--- src/shared/sfs_regs.vh ---
// register map, field positions, reset values and timing counts of the servo status block
`ifndef SFS_REGS_VH
`define SFS_REGS_VH

// register byte offsets
`define SFS_OFS_CTRL        8'h00
`define SFS_OFS_WRAP_LIMIT  8'h04
`define SFS_OFS_MOTION_LVL  8'h08
`define SFS_OFS_STATE       8'h0C
`define SFS_OFS_ENC_LIMIT   8'h10
`define SFS_OFS_INT_STATUS  8'h14
`define SFS_OFS_INT_MASK    8'h18

// control register fields
`define SFS_CTRL_CODE_SEL   0
`define SFS_CTRL_CAUT_PIN   1
`define SFS_CTRL_MOTN_PIN   2

// interrupt status / mask fields
`define SFS_INT_FAULT_SET   0
`define SFS_INT_FAULT_CLR   1
`define SFS_INT_ENC_DONE    2
`define SFS_INT_CAUTION     3
`define SFS_INT_W           4

// reset values and motion level limits
`define SFS_RST_CTRL        3'h0
`define SFS_RST_WRAP_LIMIT  16'hFFFF
`define SFS_RST_MOTION_LVL  14'h0014
`define SFS_MOTION_LVL_MIN  14'h0001
`define SFS_MOTION_LVL_MAX  14'h2710

// fault code pin levels {line3, line2, line1}; 1 = off (high), 0 = on (low)
`define SFS_CODE_IDLE       3'h7
`define SFS_CODE_MISMATCH   3'h2

// utility function number of the encoder limit write
`define SFS_FN_ENC_WRITE    8'h13

// operator panel states
`define SFS_OP_IDLE         2'h0
`define SFS_OP_UTIL         2'h1
`define SFS_OP_PROMPT       2'h2
`define SFS_OP_DONE         2'h3

// timing: clock period and one-second key hold / done flash
`define SFS_CLK_NS          4
`define SFS_HOLD_NS         1000000000
`define SFS_HOLD_CYC        (`SFS_HOLD_NS / `SFS_CLK_NS)

`endif

--- src/logic/sfs_top.v ---
// servo fault, caution and motion status outputs with operator limit write
// How it works
// - limit param differing from encoder raises mismatch fault
// - mismatch code: line1 low, line2 high, line3 low
// - mode, up/down select; shift held one second
// - mode at prompt writes encoder, flashes done
// - written encoder limit effective after power cycle
// - fault flag closed normal, open on error
// - fault type shown on three code lines
// - clear input clears faults, not encoder ones
// - up and down together clear fault
// - external operator reset key clears fault
// - caution output on in caution, if assigned and no fault latched
// - code select: caution codes too, after restart
// - motion output on when speed reaches level
// - motion level 1..10000, default 20, immediate
//
// Design decisions made here: strobed register access and the register offsets.
`include "sfs_regs.vh"

module sfs_top #(
	parameter HOLD_CYC = `SFS_HOLD_CYC
) (
	input  wire        MCLK,
	input  wire        RSTN,
	input  wire [7:0]  REG_ADDR,
	input  wire [31:0] REG_WDATA,
	input  wire        REG_WR,
	input  wire        REG_RD,
	output reg  [31:0] REG_RDATA,
	output wire        IRQ,
	input  wire        KEY_MODE,
	input  wire        KEY_UP,
	input  wire        KEY_DOWN,
	input  wire        KEY_SHIFT,
	input  wire        EXT_FAULT_RESET_KEY,
	input  wire        FAULT_CLEAR_INPUT,
	input  wire        FAULT_REQ,
	input  wire [2:0]  FAULT_REQ_CODE,
	input  wire        FAULT_REQ_ENC,
	input  wire        CAUTION_ACTIVE,
	input  wire [2:0]  CAUTION_CODE,
	input  wire [15:0] ENC_LIMIT_STORED,
	output reg         ENC_WRITE,
	output reg  [15:0] ENC_WRITE_DATA,
	input  wire [15:0] MOTOR_SPEED,
	output reg         FAULT_FLAG_OUTPUT,
	output reg         FAULT_CODE_LINE_1,
	output reg         FAULT_CODE_LINE_2,
	output reg         FAULT_CODE_LINE_3,
	output reg         CAUTION_OUTPUT,
	output reg         MOTION_DETECT_OUTPUT,
	output wire [1:0]  PANEL_STATE
);

	reg  [2:0]  ctrl_ff;            // code select, caution pin, motion pin
	reg  [15:0] turn_wrap_limit_ff; // drive side turn-wrap limit
	reg  [13:0] motion_level_ff;    // motion detect level in 1 min^-1
	reg  [3:0]  int_status_ff;      // sticky events
	reg  [3:0]  int_mask_ff;        // interrupt enables
	reg         boot_ff;            // low only in the first cycle after reset
	reg  [15:0] enc_limit_live_ff;  // encoder limit caught at power-up
	reg         code_sel_live_ff;   // code select caught at power-up
	reg         fault_ff;           // a fault is latched
	reg         fault_enc_ff;       // latched fault needs a power cycle
	reg  [2:0]  fault_code_ff;      // latched code, pin levels
	reg  [1:0]  op_state_ff;        // operator panel state
	reg  [7:0]  fn_sel_ff;          // selected utility function number
	reg  [27:0] hold_cnt_ff;        // shift hold and done flash timer
	reg         hold_seen_ff;       // shift hold already acted on
	reg         mode_d_ff;          // previous key levels for edges
	reg         up_d_ff;
	reg         down_d_ff;
	reg         both_d_ff;
	reg         ext_d_ff;
	reg         clr_d_ff;
	reg         caut_d_ff;

	wire        mode_edge = KEY_MODE & ~mode_d_ff;
	wire        both_keys = KEY_UP & KEY_DOWN;
	wire        up_edge   = KEY_UP & ~up_d_ff & ~KEY_DOWN;
	wire        down_edge = KEY_DOWN & ~down_d_ff & ~KEY_UP;
	wire        hold_hit  = KEY_SHIFT & ~hold_seen_ff
	                        & (hold_cnt_ff == HOLD_CYC[27:0] - 28'h0000001);

	wire        mismatch  = boot_ff & (turn_wrap_limit_ff != enc_limit_live_ff);

	// fault sources; the built-in mismatch beats an external request
	wire        new_fault = mismatch | FAULT_REQ;
	wire [2:0]  new_code  = mismatch ? `SFS_CODE_MISMATCH : FAULT_REQ_CODE;
	// mismatch lives in the encoder, so it is encoder related
	wire        new_enc   = mismatch | FAULT_REQ_ENC;

	wire        clr_pin   = FAULT_CLEAR_INPUT & ~clr_d_ff;
	wire        clr_panel = both_keys & ~both_d_ff;
	wire        clr_ext   = EXT_FAULT_RESET_KEY & ~ext_d_ff;
	// encoder-related faults ignore every clear; only reset removes them
	wire        clr_ok    = fault_ff & ~fault_enc_ff & (clr_pin | clr_panel | clr_ext);
	wire        fault_set = new_fault & ~fault_ff;

	wire        wr_ctrl   = REG_WR & (REG_ADDR == `SFS_OFS_CTRL);
	wire        wr_limit  = REG_WR & (REG_ADDR == `SFS_OFS_WRAP_LIMIT);
	wire        wr_level  = REG_WR & (REG_ADDR == `SFS_OFS_MOTION_LVL);
	wire        wr_stat   = REG_WR & (REG_ADDR == `SFS_OFS_INT_STATUS);
	wire        wr_mask   = REG_WR & (REG_ADDR == `SFS_OFS_INT_MASK);
	wire        enc_wr    = (op_state_ff == `SFS_OP_PROMPT) & mode_edge;

	reg  [13:0] nxt_level;          // clamped motion level
	reg  [3:0]  nxt_int_status;
	reg  [2:0]  nxt_code;
	reg  [31:0] nxt_rdata;

	assign IRQ         = |(int_status_ff & int_mask_ff);
	assign PANEL_STATE = op_state_ff;

	always @* begin
		if (REG_WDATA[31:0] < {18'h00000, `SFS_MOTION_LVL_MIN})
			nxt_level = `SFS_MOTION_LVL_MIN;
		else if (REG_WDATA[31:0] > {18'h00000, `SFS_MOTION_LVL_MAX})
			nxt_level = `SFS_MOTION_LVL_MAX;
		else
			nxt_level = REG_WDATA[13:0];
	end

	// software registers; level change acts at once
	always @(posedge MCLK or negedge RSTN) begin
		if (!RSTN) begin
			ctrl_ff            <= `SFS_RST_CTRL;
			turn_wrap_limit_ff <= `SFS_RST_WRAP_LIMIT;
			motion_level_ff    <= `SFS_RST_MOTION_LVL;
			int_mask_ff        <= 4'h0;
		end else begin
			if (wr_ctrl)
				ctrl_ff <= REG_WDATA[2:0];
			if (wr_limit)
				turn_wrap_limit_ff <= REG_WDATA[15:0];
			if (wr_level)
				motion_level_ff <= nxt_level;
			if (wr_mask)
				int_mask_ff <= REG_WDATA[3:0];
		end
	end

	// sticky events: a new event outranks a write-one clear
	always @* begin
		nxt_int_status = int_status_ff;
		if (wr_stat)
			nxt_int_status = int_status_ff & ~REG_WDATA[3:0];
		nxt_int_status[`SFS_INT_FAULT_SET] = nxt_int_status[`SFS_INT_FAULT_SET] | fault_set;
		nxt_int_status[`SFS_INT_FAULT_CLR] = nxt_int_status[`SFS_INT_FAULT_CLR] | clr_ok;
		nxt_int_status[`SFS_INT_ENC_DONE]  = nxt_int_status[`SFS_INT_ENC_DONE] | enc_wr;
		nxt_int_status[`SFS_INT_CAUTION]   = nxt_int_status[`SFS_INT_CAUTION]
		                                     | (CAUTION_ACTIVE & ~caut_d_ff);
	end

	// power-up capture; the reset takes constants, ports are caught after it
	always @(posedge MCLK or negedge RSTN) begin
		if (!RSTN) begin
			boot_ff           <= 1'b0;
			enc_limit_live_ff <= 16'h0000;
			code_sel_live_ff  <= 1'b0;
		end else begin
			boot_ff <= 1'b1;
			if (!boot_ff) begin
				enc_limit_live_ff <= ENC_LIMIT_STORED;
				// select applies after restart; a write in the boot edge counts
				// since the reset has just cleared the control register
				code_sel_live_ff  <= wr_ctrl ? REG_WDATA[`SFS_CTRL_CODE_SEL]
				                             : ctrl_ff[`SFS_CTRL_CODE_SEL];
			end
		end
	end

	// fault latch and edge history
	always @(posedge MCLK or negedge RSTN) begin
		if (!RSTN) begin
			fault_ff      <= 1'b0;
			fault_enc_ff  <= 1'b0;
			fault_code_ff <= `SFS_CODE_IDLE;
			int_status_ff <= 4'h0;
			mode_d_ff     <= 1'b0;
			up_d_ff       <= 1'b0;
			down_d_ff     <= 1'b0;
			both_d_ff     <= 1'b0;
			ext_d_ff      <= 1'b0;
			clr_d_ff      <= 1'b0;
			caut_d_ff     <= 1'b0;
		end else begin
			int_status_ff <= nxt_int_status;
			mode_d_ff     <= KEY_MODE;
			up_d_ff       <= KEY_UP;
			down_d_ff     <= KEY_DOWN;
			both_d_ff     <= both_keys;
			ext_d_ff      <= EXT_FAULT_RESET_KEY;
			clr_d_ff      <= FAULT_CLEAR_INPUT;
			caut_d_ff     <= CAUTION_ACTIVE;
			if (fault_set) begin
				fault_ff      <= 1'b1;
				fault_enc_ff  <= new_enc;
				fault_code_ff <= new_code;
			end else if (clr_ok) begin
				// a fault still present re-latches in the next cycle
				fault_ff      <= 1'b0;
				fault_enc_ff  <= 1'b0;
				fault_code_ff <= `SFS_CODE_IDLE;
			end
		end
	end

	// operator panel sequence with one-second shift hold
	always @(posedge MCLK or negedge RSTN) begin
		if (!RSTN) begin
			op_state_ff    <= `SFS_OP_IDLE;
			fn_sel_ff      <= 8'h00;
			hold_cnt_ff    <= 28'h0000000;
			hold_seen_ff   <= 1'b0;
			ENC_WRITE      <= 1'b0;
			ENC_WRITE_DATA <= 16'h0000;
		end else begin
			ENC_WRITE <= enc_wr;
			// shift hold timer; the done flash reuses it without the key
			if (op_state_ff == `SFS_OP_DONE)
				hold_cnt_ff <= hold_cnt_ff + 28'h0000001;
			else if (KEY_SHIFT & ~hold_seen_ff & ~hold_hit)
				hold_cnt_ff <= hold_cnt_ff + 28'h0000001;
			else
				hold_cnt_ff <= 28'h0000000;
			if (hold_hit)
				hold_seen_ff <= 1'b1;
			else if (!KEY_SHIFT)
				hold_seen_ff <= 1'b0;
			case (op_state_ff)
				`SFS_OP_IDLE: begin
					if (mode_edge) begin
						op_state_ff <= `SFS_OP_UTIL;
						fn_sel_ff   <= 8'h00;
					end
				end
				`SFS_OP_UTIL: begin
					if (mode_edge)
						op_state_ff <= `SFS_OP_IDLE;
					else if (up_edge)
						fn_sel_ff <= fn_sel_ff + 8'h01;
					else if (down_edge)
						fn_sel_ff <= fn_sel_ff - 8'h01;
					else if (hold_hit && fn_sel_ff == `SFS_FN_ENC_WRITE)
						op_state_ff <= `SFS_OP_PROMPT;
				end
				`SFS_OP_PROMPT: begin
					if (enc_wr) begin
						op_state_ff    <= `SFS_OP_DONE;
						ENC_WRITE_DATA <= turn_wrap_limit_ff;
					end else if (hold_hit)
						op_state_ff <= `SFS_OP_UTIL;
				end
				`SFS_OP_DONE: begin
					// one second flash, back to prompt
					if (hold_cnt_ff == HOLD_CYC[27:0] - 28'h0000001)
						op_state_ff <= `SFS_OP_PROMPT;
				end
				default: op_state_ff <= `SFS_OP_IDLE;
			endcase
		end
	end

	// code lines: fault first, caution codes when selected
	always @* begin
		if (fault_ff)
			nxt_code = fault_code_ff;
		else if (code_sel_live_ff && CAUTION_ACTIVE)
			nxt_code = CAUTION_CODE;
		else
			nxt_code = `SFS_CODE_IDLE;
	end

	// pin outputs from flip-flops
	always @(posedge MCLK or negedge RSTN) begin
		if (!RSTN) begin
			FAULT_FLAG_OUTPUT    <= 1'b1;
			FAULT_CODE_LINE_1    <= 1'b1;
			FAULT_CODE_LINE_2    <= 1'b1;
			FAULT_CODE_LINE_3    <= 1'b1;
			CAUTION_OUTPUT       <= 1'b0;
			MOTION_DETECT_OUTPUT <= 1'b0;
		end else begin
			// flag open while a fault is latched
			FAULT_FLAG_OUTPUT    <= ~fault_ff;
			FAULT_CODE_LINE_1    <= nxt_code[0];
			FAULT_CODE_LINE_2    <= nxt_code[1];
			FAULT_CODE_LINE_3    <= nxt_code[2];
			// caution only on an assigned pin
			CAUTION_OUTPUT       <= ctrl_ff[`SFS_CTRL_CAUT_PIN] & CAUTION_ACTIVE & ~fault_ff;
			MOTION_DETECT_OUTPUT <= ctrl_ff[`SFS_CTRL_MOTN_PIN]
			                        & (MOTOR_SPEED >= {2'h0, motion_level_ff});
		end
	end

	// read mux; unmapped offsets read zero
	always @* begin
		case (REG_ADDR)
			`SFS_OFS_CTRL:       nxt_rdata = {29'h00000000, ctrl_ff};
			`SFS_OFS_WRAP_LIMIT: nxt_rdata = {16'h0000, turn_wrap_limit_ff};
			`SFS_OFS_MOTION_LVL: nxt_rdata = {18'h00000, motion_level_ff};
			`SFS_OFS_STATE:      nxt_rdata = {22'h000000, (fn_sel_ff[3:0] == 4'h0),
			                                  code_sel_live_ff, op_state_ff, mismatch,
			                                  fault_code_ff, fault_enc_ff, fault_ff};
			`SFS_OFS_ENC_LIMIT:  nxt_rdata = {16'h0000, enc_limit_live_ff};
			`SFS_OFS_INT_STATUS: nxt_rdata = {28'h0000000, int_status_ff};
			`SFS_OFS_INT_MASK:   nxt_rdata = {28'h0000000, int_mask_ff};
			default:             nxt_rdata = 32'h00000000;
		endcase
	end

	// read data stands for one cycle only
	always @(posedge MCLK or negedge RSTN) begin
		if (!RSTN)
			REG_RDATA <= 32'h00000000;
		else if (REG_RD)
			REG_RDATA <= nxt_rdata;
		else
			REG_RDATA <= 32'h00000000;
	end

endmodule // sfs_top

--- config.mk ---
export PLATFORM = sky130hd
export DESIGN_NAME = sfs_top
export DESIGN_NICKNAME = d
export VERILOG_FILES = /design/src/logic/sfs_top.v
export VERILOG_INCLUDE_DIRS = /design/src /design/src/shared
export SDC_FILE = /design/constraint.sdc
export NUM_CORES = 1
export LEC_CHECK = 0
export BUFFER_PORTS_ARGS = -buffer_cell sky130_fd_sc_hd__buf_4
export CORE_ASPECT_RATIO = 0.8
export CORE_MARGIN = 1
export CORE_UTILIZATION = 42
export DETAILED_ROUTE_END_ITERATION = 10
export MAX_ROUTING_LAYER = met4
export PLACE_DENSITY = 0.64
export SETUP_SLACK_MARGIN = 0.3
export SYNTH_ARGS = -nofsm -noshare
export SYNTH_HDL_FRONTEND = slang
export SYNTH_SLANG_ARGS = --single-unit
--- constraint.sdc ---
create_clock -name MCLK -period 2.31 [get_ports MCLK]
set_input_delay 0.462 -clock MCLK [delete_from_list [all_inputs] [get_ports MCLK]]
set_output_delay 0.462 -clock MCLK [all_outputs]
set_load 0.02 [all_outputs]
==> impl_metrics.json <==
{
  "cts_root_buffer": "clkbuf_16",
  "syn_area_sq_um": 7370,
  "power.leakage_nw": 4.32,
  "drv_slew": 0,
  "critPathArrivalTime_ns": 2.39,
  "mostFrequentLayoutCell": "buf_4",
  "setup_viol": 0,
  "maxCapViolCount": 0,
  "cts_buffer_depth": 2,
  "drive_gt1_share_pct": 36.5,
  "r2r_start": "turn_wrap_limit_ff[11]$_DFFE_PN1P_",
  "post_dp_cell_area_sq_um": 8760,
  "antenna_found_initial": 0,
  "synth_area_leaders": "dfrtp_1 (42%), dfstp_2 (8.9%), mux2_2 (8.9%), ha_1 (3.6%), xnor2_1 (2.9%)",
  "maxSlewHeadroom_pct": 63.2,
  "yosys.area.top_type": "dfrtp_1",
  "p_per_area_nw_per_um2": 783,
  "coreArea_sq_um": 16900,
  "ios": 149,
  "final_cell_count_no_fill": 1070,
  "start_kind": "input port",
  "finish.utilization_pct": 56.5,
  "skew_ns": 0.00517,
  "drt-initial-drc-count": 376,
  "totalWireLength_um": 19600,
  "cp-end-kind": "flip-flop",
  "yosys_warnings": 0,
  "timing.hold.ws_ns": -0.000847,
  "cp-startpoint": "REG_ADDR[6]",
  "final_cell_mix": "buf_4 (160), dfrtp_1 (124), mux2_2 (57)",
  "cp_max_fo": 3,
  "firstDrtPassIters": 6,
  "grtUsageTotal_pct": 23.5,
  "grt_pass1_vias": 5871,
  "drc": 0,
  "vdd_drop_max_v": 0.000594,
  "clock.fmax_ghz": 0.479,
  "yosysUniqueCellTypes": 65,
  "die_area_sq_um": 18100,
  "htree_levels": 4,
  "synth-seq-cells": 149,
  "n_fill_cell": 1442,
  "synth_ff_type": "dfrtp_1",
  "finalWeightedCongestion": 0.936,
  "finalCritPeriodShare_pct": 90.4,
  "overflow": 0,
  "die_h_um": 120,
  "vias": 5855,
  "syn_to_final_growth_pct": 29.3,
  "rows": 42,
  "nets": 950,
  "cts_buffers": 17,
  "dp_cells": 1033,
  "io_buffers": 132,
  "synth_edf_count": 0,
  "violations": "negative hold slack",
  "synth_top_area_share_pct": 42.1,
  "final.min_clock_period_ns": 2.09,
  "grt_pass1_wl_um": 31100,
  "diodes": 0,
  "outcome": "complete, but fails checks",
  "cts_hold_buf": 0,
  "cts_tree": "done",
  "syn_inst": 672,
  "die_x_um": 150,
  "clock-sinks": 149,
  "rsz0062_at_grt": "yes",
  "hpwl_um": 14300,
  "clkTransAtPathRegs_ns": 0.06,
  "yosysSeqAreaShare_pct": 51.0,
  "final_area_sq_um": 9530,
  "avgSynthCellArea_sq_um": 11.0,
  "via_per_inst": 5.47,
  "crit_type": "in -> reg",
  "async_reset_ff_share_pct": 100,
  "grt_start_max_net_pins": 61,
  "final_antenna_net_count": 0,
  "clock_latency_ns": 0.42,
  "start_util_pct": 43.7,
  "crit_required_ns": 2.61,
  "hold_class": "in -> async",
  "wl_per_cell_um": 18.3,
  "hold_viol_final": 1,
  "timing.setup.tns_ns": 0,
  "tightest_slew_ns": 0.553
}
## final timing paths
| kind | slack, ns | cells after the start | to |
|---|---|---|---|
| max | 0.22 | 6 | code_sel_live_ff$_DFFE_PN0N_ |
| min | -0.0008 | 1 | CAUTION_OUTPUT$_DFF_PN0_ |
| max reg2reg | 0.33 | 6 | fault_code_ff[1]$_DFFE_PN1P_ |
| min reg2reg | 0.48 | 1 | fn_sel_ff[7]$_DFFE_PN0P_ |
| max in group asynchronous | 1.55 | 2 | turn_wrap_limit_ff[6]$_DFFE_PN1P_ |
| min in group MCLK | 0.16 | 1 | clr_d_ff$_DFF_PN0_ |
## critical path: stages
cell and delay [ns]:
buf_6 0.09, or4_4 0.55, or2_4 0.27, or4_4 0.43, mux2_4 0.32, mux2_4 0.28
## cells by family (layout without fill, tap and decap cells)
kind of cell | Yosys count | after routing | synth area share (%)
fa+ha+maj | 22 | 22 | 3.84
simple gates | 203 | 203 | 14.2
xor+xnor | 43 | 43 | 5.11
mux | 61 | 61 | 9.34
compound gates | 122 | 122 | 11.8
buf+inv | 70 | 233 | 4.52
other cells | 2 | 17 | 0.102
flops | 149 | 149 | 51.0
## stage by stage
stage                     total power, mW  worst slack, ns
after floorplan                      4.04           -0.212
after global placement               4.50           -0.216
after detailed placement             4.55           -0.237
after CTS                            7.42            0.257
after global routing                 7.83            0.228
final                                7.46            0.221
## routing by layer
layer  wire [um]  vias up  track usage, %  part of all wire, %
met3        1360       34            5.28                  7.0
li1            -     2747               -                    -
met1        8860     2867            31.8                   45
met4         367        0            7.95                  1.9
met2        9040      207            34.8                   46
met5           0        -               -                    0
## flip-flops by register name, indices dropped and copies added (netlist names), 3 cells and up, named ones only
register            cells
ctrl_ff                 3
REG_RDATA              16
fn_sel_ff               8
fault_code_ff           3
int_status_ff           4
ENC_WRITE_DATA         16
turn_wrap_limit_ff     16
motion_level_ff        14
enc_limit_live_ff      16
hold_cnt_ff            28
int_mask_ff             4
## final cells by class
class	instances	area, sq um	area share, %
repair buffers	166	1280	13.4
clock buffers	23	478	5.02
multi-input cells	468	3480	36.5
well taps	220	275	2.89
clock inverters	9	126	1.33
flip-flops and latches	149	3760	39.5
inverters	35	131	1.38
## synthesized netlist by cell type (all sizes together), types with 10 or more instances
cell and count:
nor2 48, nor3 18, dfrtp 124, dfstp 25
and3 10, xor2 19, a22o 12, inv 35
o21ai 15, a22oi 12, a21oi 29, nand2 42
clkbuf 14, nand3 25, xnor2 24, ha 21
nor4 12, nand4 14, mux2 59, buf 21
## repair_timing
item,CTS,global route
endpoints found under the setup margin,13,52
gates resized for setup,8,20
gates cloned,0,1
pin swaps,11,13
buffers inserted,3,1
## where the power goes
part / leakage [nW] / internal [mW] / switching [mW] / total, mW
registers: 1.87 / 2.92 / 0.273 / 3.19
logic: 2.16 / 0.706 / 0.738 / 1.44
clock network: 0.297 / 1.78 / 1.04 / 2.82
total: 4.32 / 5.41 / 2.05 / 7.46
(Power assumes the default switching activity.)
